File: src/core/rcr_pkg.sv
// Purpose: Shared constants and types for the per-rail configuration and restore bank.
// Assumes: A 125 MHz internal clock and a bus engine that hands over decoded commands.
// Notes: Command codes double as register addresses, as the management bus uses them.
package rcr_pkg;

  // ********************************************************************
  // Command codes and reset values
  // ********************************************************************
  localparam logic [7:0] CMD_SLOW_OC = 8'hEC;
  localparam logic [7:0] CMD_LOOP_CFG = 8'hF0;
  localparam logic [7:0] CMD_RESTORE = 8'hF2;
  localparam logic [15:0] SLOW_OC_RESET = 16'h0606;
  localparam logic [31:0] LOOP_CFG_RESET = 32'h1020_31F6;
  localparam logic [3:0] RESTORE_ID_RESET = 4'h0;

  // ********************************************************************
  // Field positions
  // ********************************************************************
  localparam int FILT_LSB = 8;
  localparam int DELAY_LSB = 0;
  localparam int LOOP_DE_PM3_BIT = 28;
  localparam int LOOP_MIN_PH_LSB = 8;
  localparam int LOOP_DE_EN_BIT = 6;
  localparam int LOOP_APS_BIT = 0;
  localparam logic [3:0] MIN_PHASE_MAX = 4'h9;
  localparam logic [1:0] POWER_MODE_DE = 2'h3;

  // ********************************************************************
  // Times and derived cycle counts
  // ********************************************************************
  localparam int unsigned CLK_PERIOD_PS = 8000;
  localparam int unsigned FILT_BASE_PS = 166700;
  localparam int unsigned DELAY_STEP_NS = 170700;
  localparam int unsigned RESTORE_MAX_US = 3000;
  // Least times round up, longest times round down.
  localparam int unsigned FILT_BASE_CYC = (FILT_BASE_PS + CLK_PERIOD_PS - 1) / CLK_PERIOD_PS;
  localparam int unsigned DELAY_STEP_CYC =
    (DELAY_STEP_NS * 1000 + CLK_PERIOD_PS - 1) / CLK_PERIOD_PS;
  localparam int unsigned RESTORE_MAX_CYC = RESTORE_MAX_US * 1000000 / CLK_PERIOD_PS;
  localparam int CNT_W = 24;

  // ********************************************************************
  // Carriers
  // ********************************************************************
  typedef struct packed {
    logic [15:0] slow_oc;
    logic [31:0] loop_cfg;
  } rcr_rail_cfg_t;

  typedef struct packed {
    logic valid;
    logic write;
    logic [7:0] code;
    logic [7:0] page;
    logic [31:0] wdata;
  } rcr_cmd_t;

  typedef struct packed {
    logic valid;
    logic ok;
    logic [31:0] rdata;
  } rcr_rsp_t;

endpackage : rcr_pkg

File: src/core/rcr_regs.sv
// Purpose: Per-rail slow overcurrent and loop configuration bank with user restore.
// Assumes: Commands arrive decoded, one per cycle at most, on the internal clock.
// Notes: Overcurrent and power mode inputs come from logic on the same clock.
`timescale 1ns/1ps
module rcr_regs
  import rcr_pkg::*;
#(
  parameter int NUM_RAILS = 2,
  parameter int unsigned DELAY_CYC = DELAY_STEP_CYC,
  parameter int unsigned RESTORE_CYC = RESTORE_MAX_CYC
) (
  // Clock and reset.
  input wire logic i_clk,
  input wire logic i_reset,
  // Decoded management commands and answers.
  input wire rcr_cmd_t i_cmd,
  output rcr_rsp_t o_rsp,
  // Stored configuration memory.
  output logic o_nvm_req,
  output logic [3:0] o_nvm_id,
  input wire logic i_nvm_valid,
  input wire rcr_rail_cfg_t [NUM_RAILS-1:0] i_nvm_cfg,
  // Restore status.
  output logic o_restore_busy,
  output logic o_restore_done,
  output logic o_restore_fail,
  // Rail control.
  input wire logic [NUM_RAILS-1:0] i_oc_over,
  input wire logic [NUM_RAILS-1:0][1:0] i_power_mode,
  output logic [NUM_RAILS-1:0] o_oc_fault,
  output logic [NUM_RAILS-1:0] o_diode_emulation,
  output logic [NUM_RAILS-1:0][3:0] o_min_phases,
  output logic [NUM_RAILS-1:0] o_auto_phase_shedding
);

  // ********************************************************************
  // Elaboration checks
  // ********************************************************************
  if (NUM_RAILS < 1 || NUM_RAILS > 256) begin : g_bad_rails
    $error("NUM_RAILS must lie between 1 and 256.");
  end
  if (DELAY_CYC < 1 || DELAY_CYC > 32767 || RESTORE_CYC < 1 || RESTORE_CYC > 16000000)
  begin : g_bad_counts
    $error("Cycle count parameters out of range.");
  end

  // ********************************************************************
  // State
  // ********************************************************************
  typedef struct packed {
    rcr_rail_cfg_t [NUM_RAILS-1:0] cfg;
    logic [NUM_RAILS-1:0][CNT_W-1:0] oc_cnt;
    logic [3:0] restore_id;
    logic busy;
    logic done;
    logic fail;
    logic [CNT_W-1:0] tmr;
    rcr_rsp_t rsp;
  } rcr_state_t;

  rcr_state_t state_q;
  rcr_state_t state_d;
  logic [NUM_RAILS-1:0][CNT_W-1:0] oc_limit;
  logic page_ok;
  logic [7:0] rail_sel;

  // ********************************************************************
  // Overcurrent limit per rail
  // ********************************************************************
  // Filter and delay are modelled as one persistence count: the raw overcurrent
  // must stand for the filter constant and then the delay before a fault.
  for (genvar r = 0; r < NUM_RAILS; r++) begin : g_limit
    logic [3:0] filt_code;
    logic [7:0] dly_code;
    assign filt_code = state_q.cfg[r].slow_oc[FILT_LSB +: 4];
    assign dly_code = state_q.cfg[r].slow_oc[DELAY_LSB +: 8];
    assign oc_limit[r] = (CNT_W'(FILT_BASE_CYC) << filt_code)
      + (CNT_W'(dly_code) * CNT_W'(DELAY_CYC));
  end

  assign rail_sel = i_cmd.page;
  // Compared at nine bits so that a full bank of 256 rails still accepts every page.
  assign page_ok = ({1'b0, rail_sel} < 9'(NUM_RAILS));

  // ********************************************************************
  // Next state
  // ********************************************************************
  always_comb begin
    state_d = state_q;
    state_d.rsp = '0;
    state_d.done = 1'b0;
    state_d.fail = 1'b0;
    // Persistence counters saturate at the limit and clear when current drops.
    for (int r = 0; r < NUM_RAILS; r++) begin
      if (!i_oc_over[r]) begin
        state_d.oc_cnt[r] = '0;
      end else if (state_q.oc_cnt[r] < oc_limit[r]) begin
        state_d.oc_cnt[r] = state_q.oc_cnt[r] + CNT_W'(1);
      end
    end
    // Command handling; the page picks the rail for paged registers.
    if (i_cmd.valid) begin
      state_d.rsp.valid = 1'b1;
      case (i_cmd.code)
        CMD_SLOW_OC: begin
          if (page_ok) begin
            state_d.rsp.ok = 1'b1;
            state_d.rsp.rdata = {16'h0000, state_q.cfg[rail_sel].slow_oc};
            if (i_cmd.write) begin
              state_d.cfg[rail_sel].slow_oc = i_cmd.wdata[15:0];
            end
          end
        end
        CMD_LOOP_CFG: begin
          if (page_ok) begin
            state_d.rsp.ok = 1'b1;
            // The whole word is stored so a read-modify-write keeps reserved bits.
            state_d.rsp.rdata = state_q.cfg[rail_sel].loop_cfg;
            if (i_cmd.write) begin
              state_d.cfg[rail_sel].loop_cfg = i_cmd.wdata;
            end
          end
        end
        CMD_RESTORE: begin
          state_d.rsp.rdata = {28'h000_0000, state_q.restore_id};
          if (!i_cmd.write) begin
            state_d.rsp.ok = 1'b1;
          end else if (!state_q.busy) begin
            // A restore in flight refuses a new one with ok low.
            state_d.rsp.ok = 1'b1;
            state_d.restore_id = i_cmd.wdata[3:0];
            state_d.busy = 1'b1;
            state_d.tmr = '0;
          end
        end
        default: begin
          state_d.rsp.ok = 1'b0;
        end
      endcase
    end
    // Restore engine: load on memory answer, give up at the deadline.
    if (state_q.busy) begin
      if (i_nvm_valid) begin
        state_d.cfg = i_nvm_cfg;
        state_d.busy = 1'b0;
        state_d.done = 1'b1;
      end else if (state_q.tmr >= CNT_W'(RESTORE_CYC - 1)) begin
        state_d.busy = 1'b0;
        state_d.fail = 1'b1;
      end else begin
        state_d.tmr = state_q.tmr + CNT_W'(1);
      end
    end
  end

  // ********************************************************************
  // Registers
  // ********************************************************************
  always_ff @(posedge i_clk) begin
    if (i_reset) begin
      for (int r = 0; r < NUM_RAILS; r++) begin
        state_q.cfg[r].slow_oc <= SLOW_OC_RESET;
        state_q.cfg[r].loop_cfg <= LOOP_CFG_RESET;
      end
      state_q.oc_cnt <= '0;
      state_q.restore_id <= RESTORE_ID_RESET;
      state_q.busy <= 1'b0;
      state_q.done <= 1'b0;
      state_q.fail <= 1'b0;
      state_q.tmr <= '0;
      state_q.rsp <= '0;
    end else begin
      state_q <= state_d;
    end
  end

  // ********************************************************************
  // Outputs
  // ********************************************************************
  // Outputs decode the stored words directly, so the value is live one cycle after a write.
  for (genvar r = 0; r < NUM_RAILS; r++) begin : g_out
    logic [31:0] lc;
    assign lc = state_q.cfg[r].loop_cfg;
    assign o_oc_fault[r] = i_oc_over[r] && (state_q.oc_cnt[r] >= oc_limit[r]);
    assign o_diode_emulation[r] = lc[LOOP_DE_EN_BIT]
      || (lc[LOOP_DE_PM3_BIT] && (i_power_mode[r] == POWER_MODE_DE));
    // Codes above nine are not allowed; clamp rather than pass them on.
    assign o_min_phases[r] = (lc[LOOP_MIN_PH_LSB +: 4] > MIN_PHASE_MAX) ?
      MIN_PHASE_MAX : lc[LOOP_MIN_PH_LSB +: 4];
    assign o_auto_phase_shedding[r] = lc[LOOP_APS_BIT];
  end

  assign o_rsp = state_q.rsp;
  assign o_nvm_req = state_q.busy;
  assign o_nvm_id = state_q.restore_id;
  assign o_restore_busy = state_q.busy;
  assign o_restore_done = state_q.done;
  assign o_restore_fail = state_q.fail;
endmodule : rcr_regs

File: config.mk
export PLATFORM = sky130hd
export DESIGN_NAME = rcr_regs
export DESIGN_NICKNAME = d
export VERILOG_FILES = /design/src/core/rcr_pkg.sv /design/src/core/rcr_regs.sv
export SDC_FILE = /design/constraint.sdc
export NUM_CORES = 1
export LEC_CHECK = 0
export ABC_AREA = 1
export BUFFER_PORTS_ARGS = -buffer_cell sky130_fd_sc_hd__buf_2
export CAP_MARGIN = 0
export CORE_ASPECT_RATIO = 1.2
export CORE_MARGIN = 10
export CORE_UTILIZATION = 55
export DETAILED_ROUTE_END_ITERATION = 12
export HOLD_SLACK_MARGIN = 0.06
export PLACE_DENSITY = 0.74
export REMOVE_ABC_BUFFERS = 1
export SYNTH_ARGS = -nofsm -noshare
export SYNTH_HDL_FRONTEND = slang
export SYNTH_SLANG_ARGS = --single-unit
export TNS_END_PERCENT = 5
File: constraint.sdc
create_clock -name i_clk -period 8 [get_ports i_clk]
set_clock_uncertainty 0.05 [all_clocks]
set_input_delay 0.4 -clock i_clk [delete_from_list [all_inputs] [get_ports i_clk]]
set_output_delay 0.4 -clock i_clk [all_outputs]
set_load 0.02 [all_outputs]
==> run_results.csv, run 1 <==
group,metric,value,unit
cells_and_area,syn_to_final_growth,11.3,%
sta,finalCritPeriodShare,0.940,
synthesis,synth_area,19300,um2
floorplan,dieHeight,225,um
route,antenna_left,0,
sta,slew_violations,0,
global_route,antenna_found_initial,7,
setup_path,cp_data_arrival_time,7070,ps
placement,port_buffers,210,
synthesis,synth_ff_type,"dfxtp_1",
sta,hold_viol,0,
floorplan,coreArea,34800,um2
run_status,status,"completed",
sta,worst_pin_slew,1010,ps
route,drt_iter0_drc,1423,
route,wl,63.3,mm
cts,clkSinkCount,209,
route,wl_per_cell,18.0,um
global_route,grt_max_degree,59,
cells_and_area,fin_cells,3512,
synthesis,seq_area_frac_synth,0.217,
setup_path,critPathLaunchType,"register",
route,viasPerCell,5.72,
route,route.detailed.drc,0,
floorplan,num_rows,75,
setup_path,cp_slowest_cell,"fa_1",
floorplan,die_area,42900,um2
placement,gp_congestion,0.960,
placement,place.detailed.hpwl,48.4,mm
cells_and_area,final_layout_size_suffix_gt1_frac,0.109,
synthesis,postSynthAreaPerCell,6.67,um2
global_route,grt_pass1_vias,19900,
cells_and_area,fin_nets,3438,
cts,clk_transition_reported_paths,60,ps
cells_and_area,final_util,0.616,
cts,cts_tree,"done",
floorplan,pin_count,211,
flow_run,maxCapViolCount,0,
sta,relSlewSlack,0.324,
synthesis,yosys_warnings,0,
setup_path,cp_data_required_time,7550,ps
cells_and_area,mostFrequentLayoutCell,"nand2_1",
setup_path,cp-end-kind,"output port",
cts,clock_path_buffers,3,
min_path,hp-class,"in -> reg",
global_route,grt_pass1_wl,100,mm
sta,setup_viol,0,
route,vias,20100,
placement,dp_cells,3433,
sta,max_freq,133,MHz
cells_and_area,fillers,3347,
pwr,p_leak,10.1,nW
cts,clockRootBuffer,"clkbuf_16",
cts,htreeDepth,1,
synthesis,ys_types,52,
setup_path,critPathMaxFanout,25,
cells_and_area,final_area,21500,um2
synthesis,ys_seq_elements,209,
cts,clk_latency,570,ps
cells_and_area,layout_common_cells,"661 x nand2_1, 325 x inv_1, 322 x a21oi_1",
pwr,vdd_ir_drop_max,0.137,mV
setup_path,crit_top_cell,"inv_1",
cts,cts_buffers,24,
sta,fin_crit,7520,ps
synthesis,async_flop_share,0,
global_route,grt-ovfl-total,0,
setup_path,critPathKind,"reg -> out",
synthesis,synth_edf_count,0,
route,drtPass1Iterations,7,
floorplan,initial_core_util,0.553,
placement,place_area,20200,um2
sta,setup_tns,0,ps
pwr,power.density,114,nW/um2
global_route,grt_use_total,0.284,
synthesis,postSynthCellCount,2888,
floorplan,dieWidth,191,um
setup_path,slowest_delay,540,ps
## cells by family (layout without fill, tap and decap cells)
logic type | after synthesis | count (layout) | synth area share
AO/OA/AOI/OAI | 656 | 656 | 0.182
XOR/XNOR | 108 | 108 | 0.0491
adder cells (fa/ha/maj) | 255 | 255 | 0.183
buffers and inverters | 481 | 639 | 0.109
flip-flops | 209 | 209 | 0.217
other | 0 | 4 | 0
AND/OR/NAND/NOR | 1179 | 1179 | 0.260
## cells in the mapped netlist (20+ instances only)
cell	count	area share
a21oi_1	324	0.084
a31oi_1	25	0.0081
buf_2	29	0.0075
buf_4	54	0.021
clkbuf_1	49	0.0095
dfxtp_1	209	0.22
fa_1	44	0.046
ha_1	211	0.14
inv_1	327	0.064
nand2_1	662	0.13
nand3_1	138	0.036
nand4_1	30	0.0097
nor2_1	253	0.049
nor3_1	37	0.0096
o21ai_0	178	0.046
o21ai_1	44	0.011
o22ai_1	20	0.0065
xnor2_1	41	0.019
xor2_1	67	0.030
## flip-flops by register name, summed over array words and instances (netlist names)
name and flops:
g_limit.dly_code 16, o_nvm_req 1, o_rsp 34, o_nvm_id 4
state_q 80, o_restore_done 1, o_restore_fail 1, g_out.lc 64
g_limit.filt_code 8
## cell type report
type	count	area (um2)	share of cell area
timing repair buffer	257	1480	0.0689
tap	462	578	0.0269
clock inverter	15	205	0.00956
multi-input combinational	2198	13100	0.608
inverter	338	1270	0.0593
sequential	209	4190	0.195
clock buffer	29	669	0.0312
antenna	4	10.0	0.000467
## timing repair
item,CTS,global route
gates resized for setup,0,15
buffers inserted,0,3
setup endpoints to repair,0,2
endpoints found under the hold margin,28,0
hold buffers,28,0
## critical path: cells and delay by family (launching register included)
family / cells / cell delay, ps
simple gates: 12 / 1890
compound gates: 2 / 340
flops: 1 / 410
xor+xnor: 2 / 200
buf+inv: 9 / 770
fa+ha+maj: 7 / 2910
## where the power goes
part / internal [mW] / switching [mW] / leakage, nW
clock network: 0.731 / 0.513 / 0.424
logic: 0.0609 / 0.0915 / 8.01
registers: 1.04 / 0.00261 / 1.69
## metal layers
metal  GRT usage  share of wire  vias up
met1       0.339           0.41     9237
met3      0.0523          0.075      198
met2       0.479           0.47      847
li1            -              -     9780
met4       0.143          0.050       10
met5           0        0.00090        -
## worst paths after layout
check | start | end | slack, ps | cells after the start
hold reg to reg | state_q[56] | state_q[56] | 390 | 2
setup / recovery | g_limit[0].dly_code[6] | o_oc_fault[0] | 480 | 32
setup reg to reg | g_limit[1].dly_code[6] | state_q[111] | 1140 | 33
hold / removal | i_nvm_cfg[19] | g_out[0].lc[19] | 70 | 3
## metrics by stage
stage	hold WS [ps]	total power [mW]	setup WS, ps
5_1_grt	70.0	2.50	-6.13
4_1_cts	61.2	2.44	134
3_3_place_gp	368	1.20	904
6_report	71.7	2.44	477
3_5_place_dp	376	1.21	755
2_1_floorplan	358	1.13	1060
Power figures use the tool's default switching activity.
==> run 2, diff against run 1 <==
ABC_AREA = 0   (was 1)
==> run 2 against run 1 <==
  * Final cell count is 27% lower
  * Combinational power shrank 24%
  * Largest cell class unchanged
  * Wire length decreased by 24%
  * Register-to-register slack lost 490 ps
  * Sequential power about the same
  * Setup slack got worse by 89 ps
  * Highest routed layer unchanged
==> run_results.csv, run 2 <==
group,metric,value,unit
synthesis,yosys.area.top_type,"dfxtp_1",
route,antenna_left,0,
placement,port_buffers,210,
synthesis,synth_top_area_frac,0.251,
synthesis,async_flop_share,0,
run_status,status,"completed",
placement,place.detailed.hpwl,36.4,mm
synthesis,seq_area_frac_synth,0.251,
floorplan,die_area,37700,um2
route,drt_iter0_drc,1079,
sta,hold_viol,0,
cells_and_area,layout_common_cells,"212 x nand2_1, 208 x buf_2, 206 x ha_1",
flow_run,maxCapViolCount,0,
synthesis,post-synth-top-count-cell,"nand2_1",
min_path,holdPathStages,3,
pwr,power.density,123,nW/um2
sta,rsz0062_at_grt,"true",
synthesis,synthTopCellsByCount,"213 x nand2_1, 211 x ha_1, 209 x dfxtp_1",
setup_path,critPathMaxFanout,10,
cts,clockRootBuffer,"clkbuf_16",
cells_and_area,mostFrequentLayoutCell,"nand2_1",
global_route,grt_max_degree,102,
setup_path,r2r_start,"g_limit[1].dly_code[6]",
setup_path,slowest_delay,520,ps
cts,cts_buffers,23,
sta,max_freq,131,MHz
cts,htreeDepth,1,
setup_path,critPathLaunchType,"register",
placement,dp_cells,2509,
min_path,hp-class,"in -> reg",
cts,clkSinkCount,209,
min_path,hp-start,"i_nvm_cfg[53]",
global_route,antenna_found_initial,8,
global_route,grt_pass1_wl,76.5,mm
setup_path,reg2regPathDepth,32,
synthesis,yosys_warnings,0,
synthesis,synth_area_leaders,"dfxtp_1 25%, ha_1 16%, mux2i_1 5.4%, fa_1 5.3%, nand2_1 4.8%",
cells_and_area,syn_to_final_growth,12.9,%
route,drtPass1Iterations,5,
sta,finalCritPeriodShare,0.952,
global_route,grt-ovfl-total,0,
floorplan,dieWidth,179,um
min_path,hold_end,"g_out[1].lc[5]",
global_route,grt_pass1_vias,15100,
setup_path,r2r_slack,650,ps
route,vias,15000,
setup_path,cp_slowest_cell,"fa_1",
cts,cts_tree,"done",
synthesis,synth_area,16700,um2
route,wl_per_cell,18.6,um
floorplan,coreArea,29800,um2
cells_and_area,final_layout_size_suffix_gt1_frac,0.156,
placement,gp_congestion,0.962,
sta,hold_slack,74.3,ps
floorplan,pin_count,211,
sta,setup_viol,0,
synthesis,synth_ff_type,"dfxtp_1",
cells_and_area,largest_register_ffs,80,
route,route.detailed.drc,0,
sta,worst_pin_slew,1060,ps
cts,clock_path_buffers,3,
cts,clk_latency,540,ps
cells_and_area,fin_cells,2570,
setup_path,cp_data_required_time,7550,ps
cells_and_area,largest-register,"state_q",
cts,clk_transition_reported_paths,80,ps
sta,slew_violations,0,
route,viasPerCell,5.82,
synthesis,postSynthAreaPerCell,8.26,um2
setup_path,timing.rr.end,"state_q[109]",
floorplan,dieHeight,211,um
setup_path,critPathKind,"reg -> out",
sta,fin_crit,7610,ps
route,wl,47.9,mm
pwr,vdd_ir_drop_max,0.160,mV
synthesis,synth_edf_count,0,
cells_and_area,fin_nets,2569,
synthesis,ys_seq_elements,209,
global_route,grt_use_total,0.246,
floorplan,initial_core_util,0.559,
setup_path,cp-end-kind,"output port",
synthesis,ys_types,75,
sta,relSlewSlack,0.295,
pwr,p_leak,8.58,nW
setup_path,cp_data_arrival_time,7160,ps
floorplan,num_rows,69,
synthesis,postSynthCellCount,2018,
## run 2: per-layer routing
metal  wire, um  up-vias  part of all wire  GRT usage
li1           -     7380                 -          -
met1      20400     7031              0.42      0.300
met2      22500      443              0.47      0.415
met3       3580       86             0.075     0.0619
met4       1380       10             0.029     0.0759
met5         66        -            0.0014          0
## run 2: cell type report
class / instances / area (um2)
Sequential cell: 209 / 4210
Inverter: 102 / 383
Timing Repair Buffer: 246 / 1350
Antenna cell: 4 / 10.0
Tap cell: 390 / 488
Multi-Input combinational cell: 1577 / 11600
Clock buffer: 28 / 634
Fill cell: 2637 / 11000
Clock inverter: 14 / 174
## run 2: stage by stage
| step | utilization | TNS, ps | worst slack [ps] | total power, mW | cell area (um2) |
|---|---|---|---|---|---|
| after global placement | 0.595 | 0 | 564 | 1.18 | 17700 |
| after floorplan | - | 0 | 499 | 1.10 | 16000 |
| after CTS | 0.626 | 0 | 6.55 | 2.32 | 18600 |
| after global routing | 0.631 | -106 | -79.4 | 2.38 | 18800 |
| after detailed placement | 0.595 | 0 | 392 | 1.18 | 17700 |
| final | 0.631 | 0 | 387 | 2.31 | 18800 |
## run 2: logic make-up after synthesis
logic type / after synthesis / synth area share
xor+xnor: 88 / 0.0463
flops: 209 / 0.251
fa+ha+maj: 255 / 0.211
buf+inv: 232 / 0.0629
compound gates: 426 / 0.166
mux: 90 / 0.0541
simple gates: 718 / 0.208
## run 2: critical path, delay by kind of cell, from the launching register on
family | cells | cell delay [ps]
xor+xnor | 2 | 230
buf+inv | 5 | 380
compound gates | 12 | 2100
simple gates | 4 | 790
fa+ha+maj | 7 | 2700
flops | 1 | 410
## run 2: worst max-delay path by stage
| stage | end | start | depth (start not counted) | slack [ps] |
|---|---|---|---|---|
| 2_1_floorplan | o_oc_fault[0] | g_limit[0].dly_code[6] | 29 | 500 |
| 3_3_place_gp | o_oc_fault[0] | g_limit[0].dly_code[6] | 30 | 560 |
| 3_5_place_dp | o_oc_fault[0] | g_limit[0].dly_code[6] | 29 | 390 |
| 4_1_cts | o_oc_fault[1] | g_limit[1].dly_code[4] | 30 | 7 |
| 5_1_grt | o_oc_fault[1] | g_limit[1].dly_code[6] | 30 | -80 |
| 6_report | o_oc_fault[1] | g_limit[1].dly_code[6] | 30 | 390 |
## run 2: what timing repair did
item                                    in CTS  in global routing
setup buffers                                0                  4
resized for setup                            4                 32
hold endpoints to repair                    11                  0
hold buffers                                11                  0
pin swaps                                    0                  3
endpoints found under the setup margin       2                 17
## run 2: power breakdown
group / switching [mW] / internal, mW / total [mW]
logic: 0.0650 / 0.0513 / 0.116
clock network: 0.484 / 0.669 / 1.15
registers: 0.00206 / 1.04 / 1.04
